===== config.mk =====
export PLATFORM = sky130hd
export DESIGN_NAME = mcu_instruction_decode_timing
export DESIGN_NICKNAME = d
export VERILOG_FILES = /design/src/mcu_decode_pkg.sv /design/src/mcu_instruction_decode_timing.sv
export SDC_FILE = /design/constraint.sdc
export NUM_CORES = 1
export LEC_CHECK = 0
export BUFFER_PORTS_ARGS = -buffer_cell sky130_fd_sc_hd__buf_2
export CAP_MARGIN = 5
export CORE_MARGIN = 2
export CORE_UTILIZATION = 45
export CTS_CLUSTER_SIZE = 8
export DETAILED_ROUTE_END_ITERATION = 8
export PLACE_DENSITY = 0.67
export SLEW_MARGIN = 20
export SYNTH_ARGS = -nofsm -noshare
export SYNTH_HDL_FRONTEND = slang
export SYNTH_SLANG_ARGS = --single-unit

===== constraint.sdc =====
create_clock -name pclk -period 5.33 [get_ports pclk]
set_input_delay 0.2665 -clock pclk [delete_from_list [all_inputs] [get_ports pclk]]
set_output_delay 0.2665 -clock pclk [all_outputs]
set_load 0.01 [all_outputs]

===== src/mcu_decode_pkg.sv =====
package mcu_decode_pkg;
	localparam int IW          = 14;
	localparam int Q_PER_CYCLE = 4;
	// Opcode classes in bits 13:12
	localparam logic [1:0] CLS_BYTE = 2'h0;
	localparam logic [1:0] CLS_BIT  = 2'h1;
	localparam logic [1:0] CLS_CTRL = 2'h2;
	localparam logic [1:0] CLS_EXT  = 2'h3;
	// Group codes reported to software
	localparam logic [1:0] GRP_BYTE = 2'h0;
	localparam logic [1:0] GRP_BIT  = 2'h1;
	localparam logic [1:0] GRP_LIT  = 2'h2;
	// Operation fields in bits 11:8
	localparam logic [3:0] OP_MOVE   = 4'h0;
	localparam logic [3:0] OP_AND    = 4'h5;
	localparam logic [3:0] OP_ADD    = 4'h7;
	localparam logic [3:0] OP_DECSZ  = 4'hb;
	localparam logic [3:0] OP_INCSZ  = 4'hf;
	localparam logic [3:0] OP_ADDC   = 4'hd;
	localparam logic [3:0] OP_ASR    = 4'h7;
	localparam logic [3:0] OP_LSL    = 4'h5;
	localparam logic [3:0] OP_LSR    = 4'h6;
	localparam logic [3:0] OP_SUBB   = 4'hb;
	localparam logic [3:0] OP_EXITL  = 4'h4;
	localparam logic [2:0] OP_RELJ   = 3'h1;
	localparam logic [1:0] BOP_CLR   = 2'h0;
	localparam logic [1:0] BOP_SET   = 2'h1;
	localparam logic [1:0] BOP_SKC   = 2'h2;
	localparam logic [1:0] BOP_SKS   = 2'h3;
	// Whole-word control encodings, indirect-move prefix bits 13:4, indirect port address bits 6:1
	localparam logic [13:0] OPW_RETURN = 14'h0008;
	localparam logic [13:0] OPW_IEXIT  = 14'h0009;
	localparam logic [13:0] OPW_CALLACC = 14'h000a;
	localparam logic [13:0] OPW_JACC   = 14'h000b;
	localparam logic [9:0]  OPW_INDIR  = 10'h001;
	localparam logic [5:0]  IPORT_HI   = 6'h00;
	// Register offsets
	localparam logic [7:0] ADDR_CTRL    = 8'h00;
	localparam logic [7:0] ADDR_STATUS  = 8'h04;
	localparam logic [7:0] ADDR_WREG    = 8'h08;
	localparam logic [7:0] ADDR_INFO    = 8'h0c;
	localparam logic [7:0] ADDR_RETIRED = 8'h10;
	// Status fields
	localparam int ST_C  = 0;
	localparam int ST_DIG   = 1;
	localparam int ST_Z     = 2;
	localparam int ST_PWRDN = 3;
	localparam int ST_TMOUT = 4;
	localparam logic [4:0] STATUS_RST = 5'h18;
	localparam logic [1:0] CTRL_RST   = 2'h0;
	typedef enum logic [1:0] {
		S_IDLE  = 2'b00,
		S_RUN   = 2'b01,
		S_EXTRA = 2'b10
	} state_t;
endpackage


===== src/mcu_instruction_decode_timing.sv =====
// Function
// - Each instruction arrives as one 14-bit word holding the opcode and all operands.
// - Every opcode is sorted into byte-oriented, bit-oriented or literal/control groups.
// - An instruction cycle is 4 clocks and ordinary instructions take one cycle.
// - Direct call and call through the accumulator take two cycles.
// - Return, return with literal and interrupt exit take two cycles.
// - Jumps, and skip operations that skip, take two cycles.
// - Touching the indirect port while its pointer addresses program memory adds one cycle.
// - A file-register instruction always reads the register before any write back.
// - Destination bit 0 sends the result to the working register, 1 back to the file register.
// - The file address is a 7-bit field covering 0x00 to 0x7F.
// - The bit operand picks one of the 8 bits of the addressed register.
// - Don't-care opcode bits are ignored, whatever value they hold.
// - Indirect instructions carry a pointer index and a pre/post increment/decrement mode.
// - Add, add with carry and AND decode to their codes and update carry, digit carry and zero as listed.
// - Arithmetic right and logical left shifts decode to their codes and update carry and zero.
//
// The implementer's own choices: the APB slave port and the register offsets.
module mcu_instruction_decode_timing #(
	parameter int Q_PER_CYCLE = mcu_decode_pkg::Q_PER_CYCLE
) (
	input  wire logic        pclk,
	input  wire logic        presetn,
	input  wire logic [7:0]  paddr,
	input  wire logic        psel,
	input  wire logic        penable,
	input  wire logic        pwrite,
	input  wire logic [31:0] pwdata,
	output logic      [31:0] prdata,
	output logic             pready,
	output logic             pslverr,
	input  wire logic [13:0] instr_word,
	input  wire logic        instr_valid,
	output logic             instr_ready,
	output logic      [6:0]  file_addr,
	output logic             file_rd_en,
	input  wire logic [7:0]  file_rd_data,
	output logic             file_wr_en,
	output logic      [7:0]  file_wr_data,
	output logic             ptr_update,
	output logic             ptr_sel,
	output logic      [1:0]  ptr_mode,
	output logic             cycle_end,
	output logic             instr_done
);
	localparam logic [1:0] Q_LAST = 2'(Q_PER_CYCLE - 1);
	localparam logic [1:0] Q_READ = 2'h0;
	localparam logic [1:0] Q_EXEC = 2'h2;

	mcu_decode_pkg::state_t state_reg;
	logic [13:0] ir_reg;
	logic [1:0]  q_reg;
	logic [1:0]  extra_reg;
	logic [7:0]  w_reg;
	logic [4:0]  status_reg;
	logic [1:0]  ctrl_reg;
	logic [1:0]  last_grp_reg;
	logic [1:0]  last_cyc_reg;
	logic [15:0] retired_reg;

	logic [1:0] cls, bop, grp, extra_next;
	logic [3:0] op;
	logic [2:0] bitn;
	logic       dst, is_byte, is_bit, is_file, fixed_two, is_indir, ind_prog, wr_file, wr_w;
	logic [7:0] res;
	logic [8:0] sum;
	logic [4:0] nib;
	logic       res_c, res_dig, upd_c, upd_dig, upd_z, skip;
	logic       commit, wr_ok, rd_ok, ok;

	// Decode; fields below bit 8 that an opcode does not use are never looked at
	always_comb begin
		cls  = ir_reg[13:12];
		op   = ir_reg[11:8];
		bop  = ir_reg[11:10];
		dst  = ir_reg[7];
		bitn = ir_reg[9:7];
		is_bit  = (cls == mcu_decode_pkg::CLS_BIT);
		is_byte = ((cls == mcu_decode_pkg::CLS_BYTE) && ((op != mcu_decode_pkg::OP_MOVE) || dst)) ||
			((cls == mcu_decode_pkg::CLS_EXT) && ((op == mcu_decode_pkg::OP_ADDC) ||
			(op == mcu_decode_pkg::OP_ASR) || (op == mcu_decode_pkg::OP_LSL) ||
			(op == mcu_decode_pkg::OP_LSR) || (op == mcu_decode_pkg::OP_SUBB)));
		is_file = is_byte || is_bit;
		if (is_byte) begin
			grp = mcu_decode_pkg::GRP_BYTE;
		end else if (is_bit) begin
			grp = mcu_decode_pkg::GRP_BIT;
		end else begin
			grp = mcu_decode_pkg::GRP_LIT;
		end
		fixed_two = (cls == mcu_decode_pkg::CLS_CTRL) ||
			(ir_reg == mcu_decode_pkg::OPW_CALLACC) ||
			(ir_reg == mcu_decode_pkg::OPW_RETURN) || (ir_reg == mcu_decode_pkg::OPW_IEXIT) ||
			((cls == mcu_decode_pkg::CLS_EXT) && (op == mcu_decode_pkg::OP_EXITL)) ||
			(ir_reg == mcu_decode_pkg::OPW_JACC) ||
			((cls == mcu_decode_pkg::CLS_EXT) && (op[3:1] == mcu_decode_pkg::OP_RELJ));
		is_indir = (ir_reg[13:4] == mcu_decode_pkg::OPW_INDIR);
		if (is_indir) begin
			ind_prog = ctrl_reg[ir_reg[2]];
		end else begin
			ind_prog = is_file && (ir_reg[6:1] == mcu_decode_pkg::IPORT_HI) && ctrl_reg[ir_reg[0]];
		end
	end

	// Result and flags, formed from the value read in the previous quarter
	always_comb begin
		res    = file_rd_data;
		sum    = 9'h000;
		nib    = 5'h00;
		res_c  = 1'b0;
		res_dig = 1'b0;
		upd_c  = 1'b0;
		upd_dig = 1'b0;
		upd_z  = 1'b0;
		skip   = 1'b0;
		wr_file = is_byte && dst;
		wr_w    = is_byte && !dst;
		if (is_bit) begin
			wr_file = (bop == mcu_decode_pkg::BOP_CLR) || (bop == mcu_decode_pkg::BOP_SET);
			case (bop)
				mcu_decode_pkg::BOP_CLR: res[bitn] = 1'b0;
				mcu_decode_pkg::BOP_SET: res[bitn] = 1'b1;
				mcu_decode_pkg::BOP_SKC: skip = !file_rd_data[bitn];
				default:                 skip = file_rd_data[bitn];
			endcase
		end else if (is_byte && (cls == mcu_decode_pkg::CLS_BYTE)) begin
			case (op)
				mcu_decode_pkg::OP_MOVE: res = w_reg;
				mcu_decode_pkg::OP_ADD: begin
					sum    = {1'b0, file_rd_data} + {1'b0, w_reg};
					nib    = {1'b0, file_rd_data[3:0]} + {1'b0, w_reg[3:0]};
					res    = sum[7:0];
					res_c  = sum[8];
					res_dig = nib[4];
					upd_c  = 1'b1;
					upd_dig = 1'b1;
					upd_z  = 1'b1;
				end
				mcu_decode_pkg::OP_AND: begin
					res   = file_rd_data & w_reg;
					upd_z = 1'b1;
				end
				mcu_decode_pkg::OP_DECSZ: begin
					res  = file_rd_data - 8'h01;
					skip = (res == 8'h00);
				end
				mcu_decode_pkg::OP_INCSZ: begin
					res  = file_rd_data + 8'h01;
					skip = (res == 8'h00);
				end
				default: res = file_rd_data;
			endcase
		end else if (is_byte) begin
			case (op)
				mcu_decode_pkg::OP_ADDC: begin
					sum    = {1'b0, file_rd_data} + {1'b0, w_reg} + {8'h00, status_reg[mcu_decode_pkg::ST_C]};
					nib    = {1'b0, file_rd_data[3:0]} + {1'b0, w_reg[3:0]} + {4'h0, status_reg[mcu_decode_pkg::ST_C]};
					res    = sum[7:0];
					res_c  = sum[8];
					res_dig = nib[4];
					upd_c  = 1'b1;
					upd_dig = 1'b1;
					upd_z  = 1'b1;
				end
				mcu_decode_pkg::OP_ASR: begin
					res   = {file_rd_data[7], file_rd_data[7:1]};
					res_c = file_rd_data[0];
					upd_c = 1'b1;
					upd_z = 1'b1;
				end
				mcu_decode_pkg::OP_LSL: begin
					res   = {file_rd_data[6:0], 1'b0};
					res_c = file_rd_data[7];
					upd_c = 1'b1;
					upd_z = 1'b1;
				end
				default: res = file_rd_data;
			endcase
		end
		extra_next = {1'b0, fixed_two || skip} + {1'b0, ind_prog};
	end

	assign commit      = (state_reg == mcu_decode_pkg::S_RUN) && (q_reg == Q_EXEC);
	assign instr_ready = (state_reg == mcu_decode_pkg::S_IDLE);
	assign ok    = (paddr == mcu_decode_pkg::ADDR_CTRL) || (paddr == mcu_decode_pkg::ADDR_STATUS) ||
		(paddr == mcu_decode_pkg::ADDR_WREG) || (paddr == mcu_decode_pkg::ADDR_INFO) ||
		(paddr == mcu_decode_pkg::ADDR_RETIRED);
	assign wr_ok   = psel && penable && pwrite && ok;
	assign rd_ok   = psel && !penable && !pwrite;
	assign pready  = 1'b1;
	assign pslverr = psel && penable && !ok;

	// Sequencer: one quarter per clock, extra whole cycles after the base one
	always_ff @(posedge pclk or negedge presetn) begin
		if (!presetn) begin
			state_reg <= mcu_decode_pkg::S_IDLE;
			q_reg     <= 2'h0;
			extra_reg <= 2'h0;
			ir_reg    <= 14'h0000;
		end else begin
			case (state_reg)
				mcu_decode_pkg::S_IDLE: begin
					if (instr_valid) begin
						ir_reg    <= instr_word;
						state_reg <= mcu_decode_pkg::S_RUN;
						q_reg     <= 2'h0;
					end
				end
				mcu_decode_pkg::S_RUN: begin
					q_reg <= q_reg + 2'h1;
					if (commit) begin
						extra_reg <= extra_next;
					end
					if (q_reg == Q_LAST) begin
						q_reg     <= 2'h0;
						state_reg <= (extra_reg != 2'h0) ? mcu_decode_pkg::S_EXTRA : mcu_decode_pkg::S_IDLE;
					end
				end
				mcu_decode_pkg::S_EXTRA: begin
					q_reg <= q_reg + 2'h1;
					if (q_reg == Q_LAST) begin
						q_reg     <= 2'h0;
						extra_reg <= extra_reg - 2'h1;
						if (extra_reg == 2'h1) begin
							state_reg <= mcu_decode_pkg::S_IDLE;
						end
					end
				end
				default: state_reg <= mcu_decode_pkg::S_IDLE;
			endcase
		end
	end

	// File port: read in the second quarter, write back in the fourth
	always_ff @(posedge pclk or negedge presetn) begin
		if (!presetn) begin
			file_addr    <= 7'h00;
			file_rd_en   <= 1'b0;
			file_wr_en   <= 1'b0;
			file_wr_data <= 8'h00;
		end else begin
			if (instr_ready && instr_valid) begin
				file_addr <= instr_word[6:0];
			end
			file_rd_en   <= (state_reg == mcu_decode_pkg::S_RUN) && (q_reg == Q_READ) && is_file;
			file_wr_en   <= commit && wr_file;
			if (commit && wr_file) begin
				file_wr_data <= res;
			end
		end
	end

	// Pointer adjust request for indirect moves
	always_ff @(posedge pclk or negedge presetn) begin
		if (!presetn) begin
			ptr_update <= 1'b0;
			ptr_sel    <= 1'b0;
			ptr_mode   <= 2'h0;
		end else begin
			ptr_update <= commit && is_indir;
			if (commit && is_indir) begin
				ptr_sel  <= ir_reg[2];
				ptr_mode <= ir_reg[1:0];
			end
		end
	end

	// Cycle and completion strobes
	always_ff @(posedge pclk or negedge presetn) begin
		if (!presetn) begin
			cycle_end    <= 1'b0;
			instr_done   <= 1'b0;
			last_grp_reg <= 2'h0;
			last_cyc_reg <= 2'h0;
			retired_reg  <= 16'h0000;
		end else begin
			cycle_end  <= (state_reg != mcu_decode_pkg::S_IDLE) && (q_reg == Q_LAST);
			instr_done <= (q_reg == Q_LAST) && (((state_reg == mcu_decode_pkg::S_RUN) && (extra_reg == 2'h0)) ||
				((state_reg == mcu_decode_pkg::S_EXTRA) && (extra_reg == 2'h1)));
			if (commit) begin
				last_grp_reg <= grp;
				last_cyc_reg <= extra_next + 2'h1;
				retired_reg  <= retired_reg + 16'h0001;
			end
		end
	end

	// Working register; an instruction result wins over a same-cycle bus write
	always_ff @(posedge pclk or negedge presetn) begin
		if (!presetn) begin
			w_reg <= 8'h00;
		end else if (commit && wr_w) begin
			w_reg <= res;
		end else if (wr_ok && (paddr == mcu_decode_pkg::ADDR_WREG)) begin
			w_reg <= pwdata[7:0];
		end
	end

	// Status flags, each updated bit by bit so unaffected flags hold
	always_ff @(posedge pclk or negedge presetn) begin
		if (!presetn) begin
			status_reg <= mcu_decode_pkg::STATUS_RST;
		end else begin
			if (wr_ok && (paddr == mcu_decode_pkg::ADDR_STATUS)) begin
				status_reg <= pwdata[4:0];
			end
			if (commit && upd_c) begin
				status_reg[mcu_decode_pkg::ST_C] <= res_c;
			end
			if (commit && upd_dig) begin
				status_reg[mcu_decode_pkg::ST_DIG] <= res_dig;
			end
			if (commit && upd_z) begin
				status_reg[mcu_decode_pkg::ST_Z] <= (res == 8'h00);
			end
		end
	end

	always_ff @(posedge pclk or negedge presetn) begin
		if (!presetn) begin
			ctrl_reg <= mcu_decode_pkg::CTRL_RST;
		end else if (wr_ok && (paddr == mcu_decode_pkg::ADDR_CTRL)) begin
			ctrl_reg <= pwdata[1:0];
		end
	end

	// Read data is captured in the setup phase so the access needs no wait state
	always_ff @(posedge pclk or negedge presetn) begin
		if (!presetn) begin
			prdata <= 32'h0000_0000;
		end else if (rd_ok) begin
			if (paddr == mcu_decode_pkg::ADDR_CTRL) begin
				prdata <= {30'h0, ctrl_reg};
			end else if (paddr == mcu_decode_pkg::ADDR_STATUS) begin
				prdata <= {27'h0, status_reg};
			end else if (paddr == mcu_decode_pkg::ADDR_WREG) begin
				prdata <= {24'h0, w_reg};
			end else if (paddr == mcu_decode_pkg::ADDR_INFO) begin
				prdata <= {27'h0, instr_ready, last_cyc_reg, last_grp_reg};
			end else if (paddr == mcu_decode_pkg::ADDR_RETIRED) begin
				prdata <= {16'h0, retired_reg};
			end else begin
				prdata <= 32'h0000_0000;
			end
		end
	end
endmodule


# After elaboration in Yosys (flattened, before gate mapping)
# Cells that the tools add are included.
[op_classes] bitwise=4 n_addsub=11 magnitude_cmp=4 n_eq_ne=32 n_reduce_logical=86 mux=67
[op_table] op="16-bit 2-to-1 mux" count=5
[op_table] op="14-bit by 4-bit == test with 1-bit output, second input constant" count=4
[op_table] op="8-bit 2-to-1 mux" count=5
[op_table] op="8-bit one-hot mux with 5 select lines" count=1
[op_table] op="1-bit 2-to-1 mux" count=34
[op_table] op="1-bit logical AND" count=33
[op_table] op="8-bit zero test" count=4
[op_table] op="8-bit one-hot mux with 3 select lines" count=1
[op_table] op="2-bit 2-to-1 mux" count=11
[op_table] op="1-bit logical OR" count=20
[op_table] op="16-bit by 1-bit adder with 16-bit output, second input constant" count=1
[op_table] op="8-bit bitwise AND" count=2
[op_table] op="4-bit by 3-bit == test with 1-bit output, second input constant" count=4
[op_table] op="8-bit by 4-bit == test with 1-bit output, second input constant" count=2
[op_table] op="8-bit one-hot mux with 2 select lines" count=1
[op_table] op="2-bit nonzero test" count=8
[op_table] op="2-bit == test, second input constant" count=6
[op_table] op="4-bit == test, second input constant" count=3
[op_table] op="10-bit by 1-bit == test with 1-bit output, second input constant" count=1
[op_table] op="2-bit zero test" count=5
[op_table] op="8-bit by 8-bit adder with 9-bit output" count=1
[op_table] op="9-bit by 1-bit adder with 9-bit output" count=1
[op_table] op="8-bit by 1-bit adder with 8-bit output, second input constant" count=1
[op_table] op="2-bit by 1-bit == test with 1-bit output, second input constant" count=4
[op_table] op="other kinds (32)" count=46
[word_totals] output_inout_bits=58 ff_bits=110 in_bits=68 elab_cells=227

# Depth between registers and ports, before layout
# Gate-level depths: netlist of the first run.
[logic_depth] word_depth=14 ltp_mapped=14 depth_no_buf=13

# Least setup slack after synthesis of the first run
# No wires, ideal clock.
[synth_path] kind="input -> register" startpoint="input file_rd_data[1]" endpoint="register status_reg[2]" t_arrival_ps=3012 t_required_ps=5238 slack_ps=2226 n_path_buf=1 path_stages=11 setup_time_ps=92 path_cell_list="clkbuf_1 > inv_1 > fa_1 > inv_1 > ha_1 > or4b_2 > a211oi_1 > xnor2_1 > o31a_1 > nand3_1 > o31ai_2"
[synth_via] elab_chain_cells=8 elab_cells_between_ends=15 classes_between="4 x add/sub; 7 x mux; 3 x bitwise; 1 x reduce/logical"
[synth_lines] item="start, declared" line="mcu_instruction_decode_timing.sv:37" rtl="input wire logic [7:0] file_rd_data,"
[synth_lines] item="8-bit by 8-bit adder with 9-bit output" line="mcu_instruction_decode_timing.sv:130, mcu_instruction_decode_timing.sv:156"
[synth_lines] item="9-bit by 1-bit adder with 9-bit output" line="mcu_instruction_decode_timing.sv:156" rtl="sum = {1'b0, file_rd_data} + {1'b0, w_reg} + {8'h00, status_reg[mcu_decode_pkg::ST_C]};"
[synth_lines] item="8-bit one-hot mux with 3 select lines" line="mcu_instruction_decode_timing.sv:154" rtl="case (op)"
[synth_lines] item="8-bit 2-to-1 mux" line="mcu_instruction_decode_timing.sv:153" rtl="end else if (is_byte) begin"
[synth_lines] item="8-bit 2-to-1 mux" line="mcu_instruction_decode_timing.sv:126" rtl="end else if (is_byte && (cls == mcu_decode_pkg::CLS_BYTE)) begin"
[synth_lines] item="8-bit 2-to-1 mux (*)" line="mcu_instruction_decode_timing.sv:118" rtl="if (is_bit) begin"
[synth_lines] item="8-bit zero test (*)" line="mcu_instruction_decode_timing.sv:314" rtl="status_reg[mcu_decode_pkg::ST_Z] <= (res == 8'h00);"
[synth_lines] item="1-bit 2-to-1 mux (*)" line="mcu_instruction_decode_timing.sv:313" rtl="if (commit && upd_z) begin"
[synth_lines] item="end signal, assigned by index" line="mcu_instruction_decode_timing.sv:308" rtl="status_reg[mcu_decode_pkg::ST_C] <= res_c;"
[synth_lines] item="end signal, assigned by index" line="mcu_instruction_decode_timing.sv:311" rtl="status_reg[mcu_decode_pkg::ST_DIG] <= res_dig;"
[synth_lines] item="end signal, assigned by index" line="mcu_instruction_decode_timing.sv:314"
[synth_lines] item="end, declared" line="mcu_instruction_decode_timing.sv:55" rtl="logic [4:0] status_reg;"
# Every way passes the cells marked *; elsewhere a longest branch is shown, timed or not.
# A chain may end at the register's enable or synchronous reset.

# Final worst setup path of the first run
[layout_path] startpoint="register ir_reg[8]" endpoint="register status_reg[2]"
[layout_via] elab_chain_cells=12 elab_cells_between_ends=42 classes_between="2 x order compare; 6 x eq/ne; 14 x mux; 3 x bitwise; 17 x reduce/logical"
[layout_lines] item="start, declared" line="mcu_instruction_decode_timing.sv:51" rtl="logic [13:0] ir_reg;"
[layout_lines] item="start signal, assigned" line="mcu_instruction_decode_timing.sv:204" rtl="ir_reg <= instr_word;"
[layout_lines] item="parallel branches: the longest is 12 deep, another holds 3-bit by 4-bit less-than comparator with 1-bit output"
# Parallel ways; which one is timed is not known.

==> impl_metrics.toml, run 1 <==
[synthesis]
synth_ff_type = "dfrtp_1"
yosys.area_share.simple = 0.172
synth_top_family_by_area = "compound AO/OA/AOI/OAI gates"
async_reset_ff_frac = 1.00
synthCells = 715
syn_area_um2 = 6420
yosysWarnings = 0
synth-compound-area-share = 0.213
synth_cell_types = 78
synth_fa_ha_area_frac = 0.0519
synth_edf_count = 0
seq_area_frac_synth = 0.340
synthXorXnorAreaFrac = 0.0472
ys_ff_latch = 87
synthMuxAreaShare = 0.102
avgSynthCellArea_um2 = 8.98

[cells_and_area]
nFillCells = 1335
syn2layout_area_growth_pct = 10.3
final-seq-area_um2 = 2180
multi_input_area_um2 = 3830
insertedDiodeCount = 0
drive_above_1_share = 0.204
nets = 855

[sta]
tightest_slew_ns = 1.14
setup_viol = 0
fin_setup_tns_ns = 0
relSlewSlack = 0.230
finalHoldViolations = 27
fmax_ghz = 0.268
period_needed_ns = 3.74
min_period_over_period = 0.701
fin_skew_ns = 0.00554
grt_setup_unrepaired = "no"
slew_violations = 0
hold_ws_ns = -0.0263

[global_routing]
grt_start_max_net_pins = 88
gr-total-overflow = 0
grt_pass1_wl_um = 28600
antenna_found_initial = 0
grt_pass1_vias = 5428
grt.total_usage = 0.243

[run_status]
violations = "negative hold slack"
run_status = "finished with violations"

[power_and_ir_drop]
combinationalPowerShare = 0.516
internal_power_mw = 1.89
switching_share = 0.454
p_leak_nw = 3.17
pwr_density_cell_nw_per_um2 = 489
p_switching_mw = 1.57
seq_power_share = 0.305
p_clk_frac = 0.180
ir_worst_vdd_v = 0.000312

[floorplanning]
floorplan.initialDensity = 0.462
die-area_um2 = 15200
die_x_um = 123
coreArea_um2 = 13900
rows = 43
dieHeight_um = 123
ios = 126

[critical_path]
crit_buf_inv = 0
r2r_end = "status_reg[2]"
crit_top_cell = "a2111oi_0"
setup.worst_path.class = "flop to flop"
worst_setup_path_end_kind = "flop"
slowest_stage = "o31ai_1"
reg2reg_slack_ns = 1.59
reg2regPathDepth = 8
crit_chain = "or4_4 > o21a_4 > o31ai_1 > a2111oi_0 > a2111oi_0 > a21oi_1 > nand3_1 > o31ai_2"
cp.arrival_ns = 3.95
critPathRequiredTime_ns = 5.55
worst_setup_path_start_kind = "flop"
reg2reg_from = "ir_reg[8]"
cpPeakStageDelay_ns = 0.81
critPathTopFamily = "compound AO/OA/AOI/OAI gates"
cp_max_fo = 24

[clocking]
cts_setup_buffers = 0
htreeDepth = 3
cts-root-buf = "clkbuf_16"
cts_hold_buf = 0
clkSlewWorstSetupHoldPaths_ns = 0.06
cts-resized-gates = 0
clkLatencyLatePin_ns = 0.34
cts_buffers = 9
cts_sinks = 87
clock_tree.buffer_depth = 2
cts_tree = "yes"

[routing]
detail-route-antenna-nets = 0
vias_per_cell = 6.10
avgRoutedWirePerCell_um = 19.0
drtIter0Drc = 518
vias = 5770
drt_wl_total_um = 17900
drc = 0
dr.pass1.iters = 5

[placed_design]
hpwl_um = 13100
gp_congestion = 0.928
numPortBuffers = 84

[worst_hold_path]
min_path_type = "input port to async pin"

[job]
cap_viol_max_count = 0
==> power by group through the flow <==
stage	combinational (mW)	sequential [mW]	clock, mW
after CTS	1.76	1.05	0.636
after global placement	1.71	1.05	0
after global routing	1.95	1.08	0.668
after detailed placement	1.74	1.06	0
after floorplan	1.38	0.952	0
final	1.79	1.05	0.622
==> cell usage after synthesis, types with 6 or more instances <==
master	instances	area (um^2)
dfrtp_1	85	2130
nand2_1	58	218
nor2_1	46	173
o21ai_0	42	210
a21oi_1	38	190
mux2_2	33	372
clkbuf_1	32	120
inv_1	27	101
ha_1	25	313
buf_4	24	180
mux2i_1	24	240
nor3_1	24	120
xnor2_1	24	210
a22o_1	11	96.3
nor2b_1	11	68.8
o22ai_1	11	68.8
a22oi_1	10	75.1
nand2b_1	10	62.6
nand3_1	10	50.1
a31oi_1	8	50.1
nand4_1	8	50.1
nor4_1	8	50.1
xor2_1	8	70.1
a211oi_1	7	52.6
buf_1	7	26.3
o211ai_1	7	52.6
o31ai_1	7	52.6
a221oi_1	6	52.6
and3_1	6	37.5
or4_1	6	45.0
==> how the worst max path moves through the flow <==
| stage | cells after the start | to | slack (ns) | from |
|---|---|---|---|---|
| finish | 8 | status_reg[2] | 1.59 | ir_reg[8] |
| CTS | 8 | status_reg[2] | 1.70 | ir_reg[8] |
| floorplan | 11 | status_reg[2] | 2.23 | file_rd_data[1] |
| global route | 8 | status_reg[2] | 1.49 | ir_reg[8] |
| detailed placement | 12 | status_reg[2] | 1.65 | file_rd_data[0] |
| global placement | 12 | status_reg[2] | 1.72 | file_rd_data[0] |
==> cell usage in the layout, fill, tap and decap left out, types with 17 or more instances in the layout <==
master,netlist,final
mux2i_1,24,24
nor3_1,24,24
o21ai_0,42,42
nand2_1,58,58
xnor2_1,24,24
a21oi_1,38,38
dfrtp_1,85,85
nor2_1,46,46
conb_1,2,17
inv_1,27,27
mux2_2,33,33
ha_1,25,25
buf_2,1,83
==> layout make-up <==
| class | instances | area share |
|---|---|---|
| clock buffers | 9 | 0.0318 |
| clock inverters | 7 | 0.00990 |
| inverters | 27 | 0.0143 |
| multi-input cells | 549 | 0.541 |
| flip-flops and latches | 87 | 0.308 |
| well taps | 180 | 0.0318 |
| repair buffers | 87 | 0.0635 |
==> through the flow <==
step | instances | worst slack, ns | area, um^2 | power (mW) | util
final | 946 | 1.59 | 7080 | 3.46 | 0.510
after CTS | 946 | 1.70 | 7080 | 3.44 | 0.510
after detailed placement | 930 | 1.65 | 6780 | 2.80 | 0.488
after global placement | 930 | 1.72 | 6780 | 2.76 | 0.488
after global routing | 946 | 1.49 | 7080 | 3.70 | 0.510
after floorplan | 730 | 2.23 | 6470 | 2.33 | -
==> per-layer routing <==
layer	GRT usage	part of all wire
met3	0.0489	0.075
met4	0.0852	0.026
met2	0.366	0.44
met5	0	0
met1	0.347	0.46
==> worst register-to-register path: cells and delay by family (launching register included) <==
family,cells,cell delay (ns)
flip-flops,1,0.68
AND/OR/NAND/NOR,2,0.96
AO/OA/AOI/OAI,6,1.96
==> cell families (layout without fill, tap and decap cells) <==
logic type	after synthesis	in the layout
and+or+nand+nor	215	215
AOI/OAI and AO/OA	199	199
buffers and inverters	94	130
DFF	87	87
muxes	59	59
xor gates and xnor gates	33	33
adders and majority gates	26	26
other	2	17
(Power assumes the default switching activity.)
==> inputs of run 2 (changes only) <==
==> constraint.sdc (replaced) <==
create_clock -name pclk -period 3.8 [get_ports pclk]
set_input_delay 0.19 -clock pclk [delete_from_list [all_inputs] [get_ports pclk]]
set_output_delay 0.19 -clock pclk [all_outputs]
set_load 0.01 [all_outputs]
==> run 2 against run 1 <==
Clock power grew 41%. Largest power group unchanged. Register-to-register slack worse by 1.4 ns. Critical path depth increased by 3. The flow now finishes without violations.
==> impl_metrics.toml, run 2 (synthesis gave the netlist of run 1 again) <==
[run_status]
run_status = "finished clean"

[cells_and_area]
insertedDiodeCount = 0
nets = 868
drive_above_1_share = 0.214
final_cell_mix = "dfrtp_1 (85), buf_2 (83), nand2_1 (58)"
syn2layout_area_growth_pct = 11.9
final_common_cell = "dfrtp_1"
nFillCells = 1268

[clocking]
cts-root-buf = "clkbuf_16"
clkSlewWorstSetupHoldPaths_ns = 0.06
cts_hold_buf = 0
cts_buffers = 9
cts-resized-gates = 0
htreeDepth = 3
cts_setup_buffers = 0
clkLatencyLatePin_ns = 0.33
cts_sinks = 87
cts_tree = "yes"
clock_tree.buffer_depth = 2

[routing]
vias = 5811
drt_wl_total_um = 17900
avgRoutedWirePerCell_um = 18.7
drtIter0Drc = 509
drc = 0
dr.pass1.iters = 5
vias_per_cell = 6.06
detail-route-antenna-nets = 0

[sta]
finalHoldViolations = 0
setup_ws_ns = 0.191
fin_skew_ns = 0.00594
hold_ws_ns = 0.0836
fin_setup_tns_ns = 0
relSlewSlack = 0.313
grt_setup_unrepaired = "no"
min_period_over_period = 0.950
tightest_slew_ns = 1.02
slew_violations = 0
fmax_ghz = 0.277
setup_viol = 0
period_needed_ns = 3.61

[critical_path]
critPathRequiredTime_ns = 4.04
setup.worst_path.class = "flop to flop"
critPathTopFamily = "compound AO/OA/AOI/OAI gates"
path_depth = 11
slowest_stage = "or4b_2"
reg2regPathDepth = 11
cpPeakStageDelay_ns = 0.66
crit_chain = "ha_1 > inv_1 > fa_1 > inv_1 > ha_1 > or4b_2 > a211oi_1 > xnor2_1 > o31a_1 > nand3_1 > o31ai_2"
reg2reg_slack_ns = 0.19
r2r_end = "status_reg[2]"
cp.arrival_ns = 3.85
reg2reg_from = "w_reg[0]"
cp_max_fo = 5
crit_buf_inv = 2
worst_setup_path_start_kind = "flop"
crit_end = "status_reg[2]"
worst_setup_path_end_kind = "flop"
cp-startpoint = "w_reg[0]"

[power_and_ir_drop]
p_clk_frac = 0.179
p_leak_nw = 3.24
switching_share = 0.447
seq_power_share = 0.289
internal_power_mw = 2.72
ir_worst_vdd_v = 0.000532
combinationalPowerShare = 0.531
p_switching_mw = 2.19
pwr_density_cell_nw_per_um2 = 683

[placed_design]
gp_congestion = 0.925
hpwl_um = 13200
pre_cts_slack_ns = 0.298
numPortBuffers = 84

[global_routing]
gr-total-overflow = 0
antenna_found_initial = 0
grt_pass1_vias = 5416
grt.total_usage = 0.240
grt_pass1_wl_um = 28300
grt_start_max_net_pins = 88

[floorplanning]
coreArea_um2 = 13900
die-area_um2 = 15200
ios = 126
floorplan.initialDensity = 0.462
rows = 43
dieHeight_um = 123
die_x_um = 123

[worst_hold_path]
min_path_type = "input port to flop"
worstHoldStart = "instr_word[6]"

[job]
cap_viol_max_count = 0
-- run 2: cell types whose count changed in the layout (fill, tap and decap cells not counted), sizes merged --
cell         previous run  this run
buf                    87        99
clkbuf                  9        11
clkinv                  3         4
clkinvlp                1         0
dlygate4sd3             0         1
inv                    29        27
-- run 2: how the worst min path moves through the flow --
stage | end | cells after the start
2_1_floorplan | ctrl_reg[0] | 0
3_3_place_gp | ir_reg[6] | 2
3_5_place_dp | ir_reg[3] | 2
4_1_cts | ir_reg[6] | 2
5_1_grt | ir_reg[8] | 2
6_report | ir_reg[6] | 2
-- run 2: cell type report --
cell class | instances | area, um^2 | share of cell area
Multi-Input combinational cell | 549 | 3830 | 0.533
Sequential cell | 87 | 2180 | 0.303
Timing Repair Buffer | 100 | 549 | 0.0765
Clock buffer | 11 | 243 | 0.0338
Tap cell | 180 | 225 | 0.0313
Inverter | 27 | 101 | 0.0141
Clock inverter | 5 | 57.6 | 0.00801
-- run 2: metrics by stage --
step	total power, mW	std cells	instance area [um^2]	utilization
after global routing	5.24	959	7180	0.518
after detailed placement	3.98	942	6870	0.495
after CTS	4.88	958	7170	0.517
final	4.91	959	7180	0.518
after global placement	3.92	942	6870	0.495
after floorplan	3.27	730	6470	-
-- run 2: power groups by stage --
stage	Combinational [mW]	Clock [mW]	Sequential [mW]
6_report	2.61	0.880	1.42
5_1_grt	2.85	0.943	1.45
4_1_cts	2.56	0.895	1.42
3_5_place_dp	2.54	0	1.43
3_3_place_gp	2.50	0	1.42
2_1_floorplan	1.93	0	1.34
-- run 2: worst register-to-register path, stage by stage (launching register included) --
cell and delay [ns]:
dfrtp_1 0.43, ha_1 0.28, inv_1 0.09, fa_1 0.48
inv_1 0.10, ha_1 0.18, or4b_2 0.66, a211oi_1 0.56
xnor2_1 0.19, o31a_1 0.21, nand3_1 0.11, o31ai_2 0.23
-- run 2: layer usage --
layer,wire (um),global-route usage
met5,0,0
met4,380,0.0739
met3,1280,0.0526
met2,7830,0.355
met1,8460,0.349
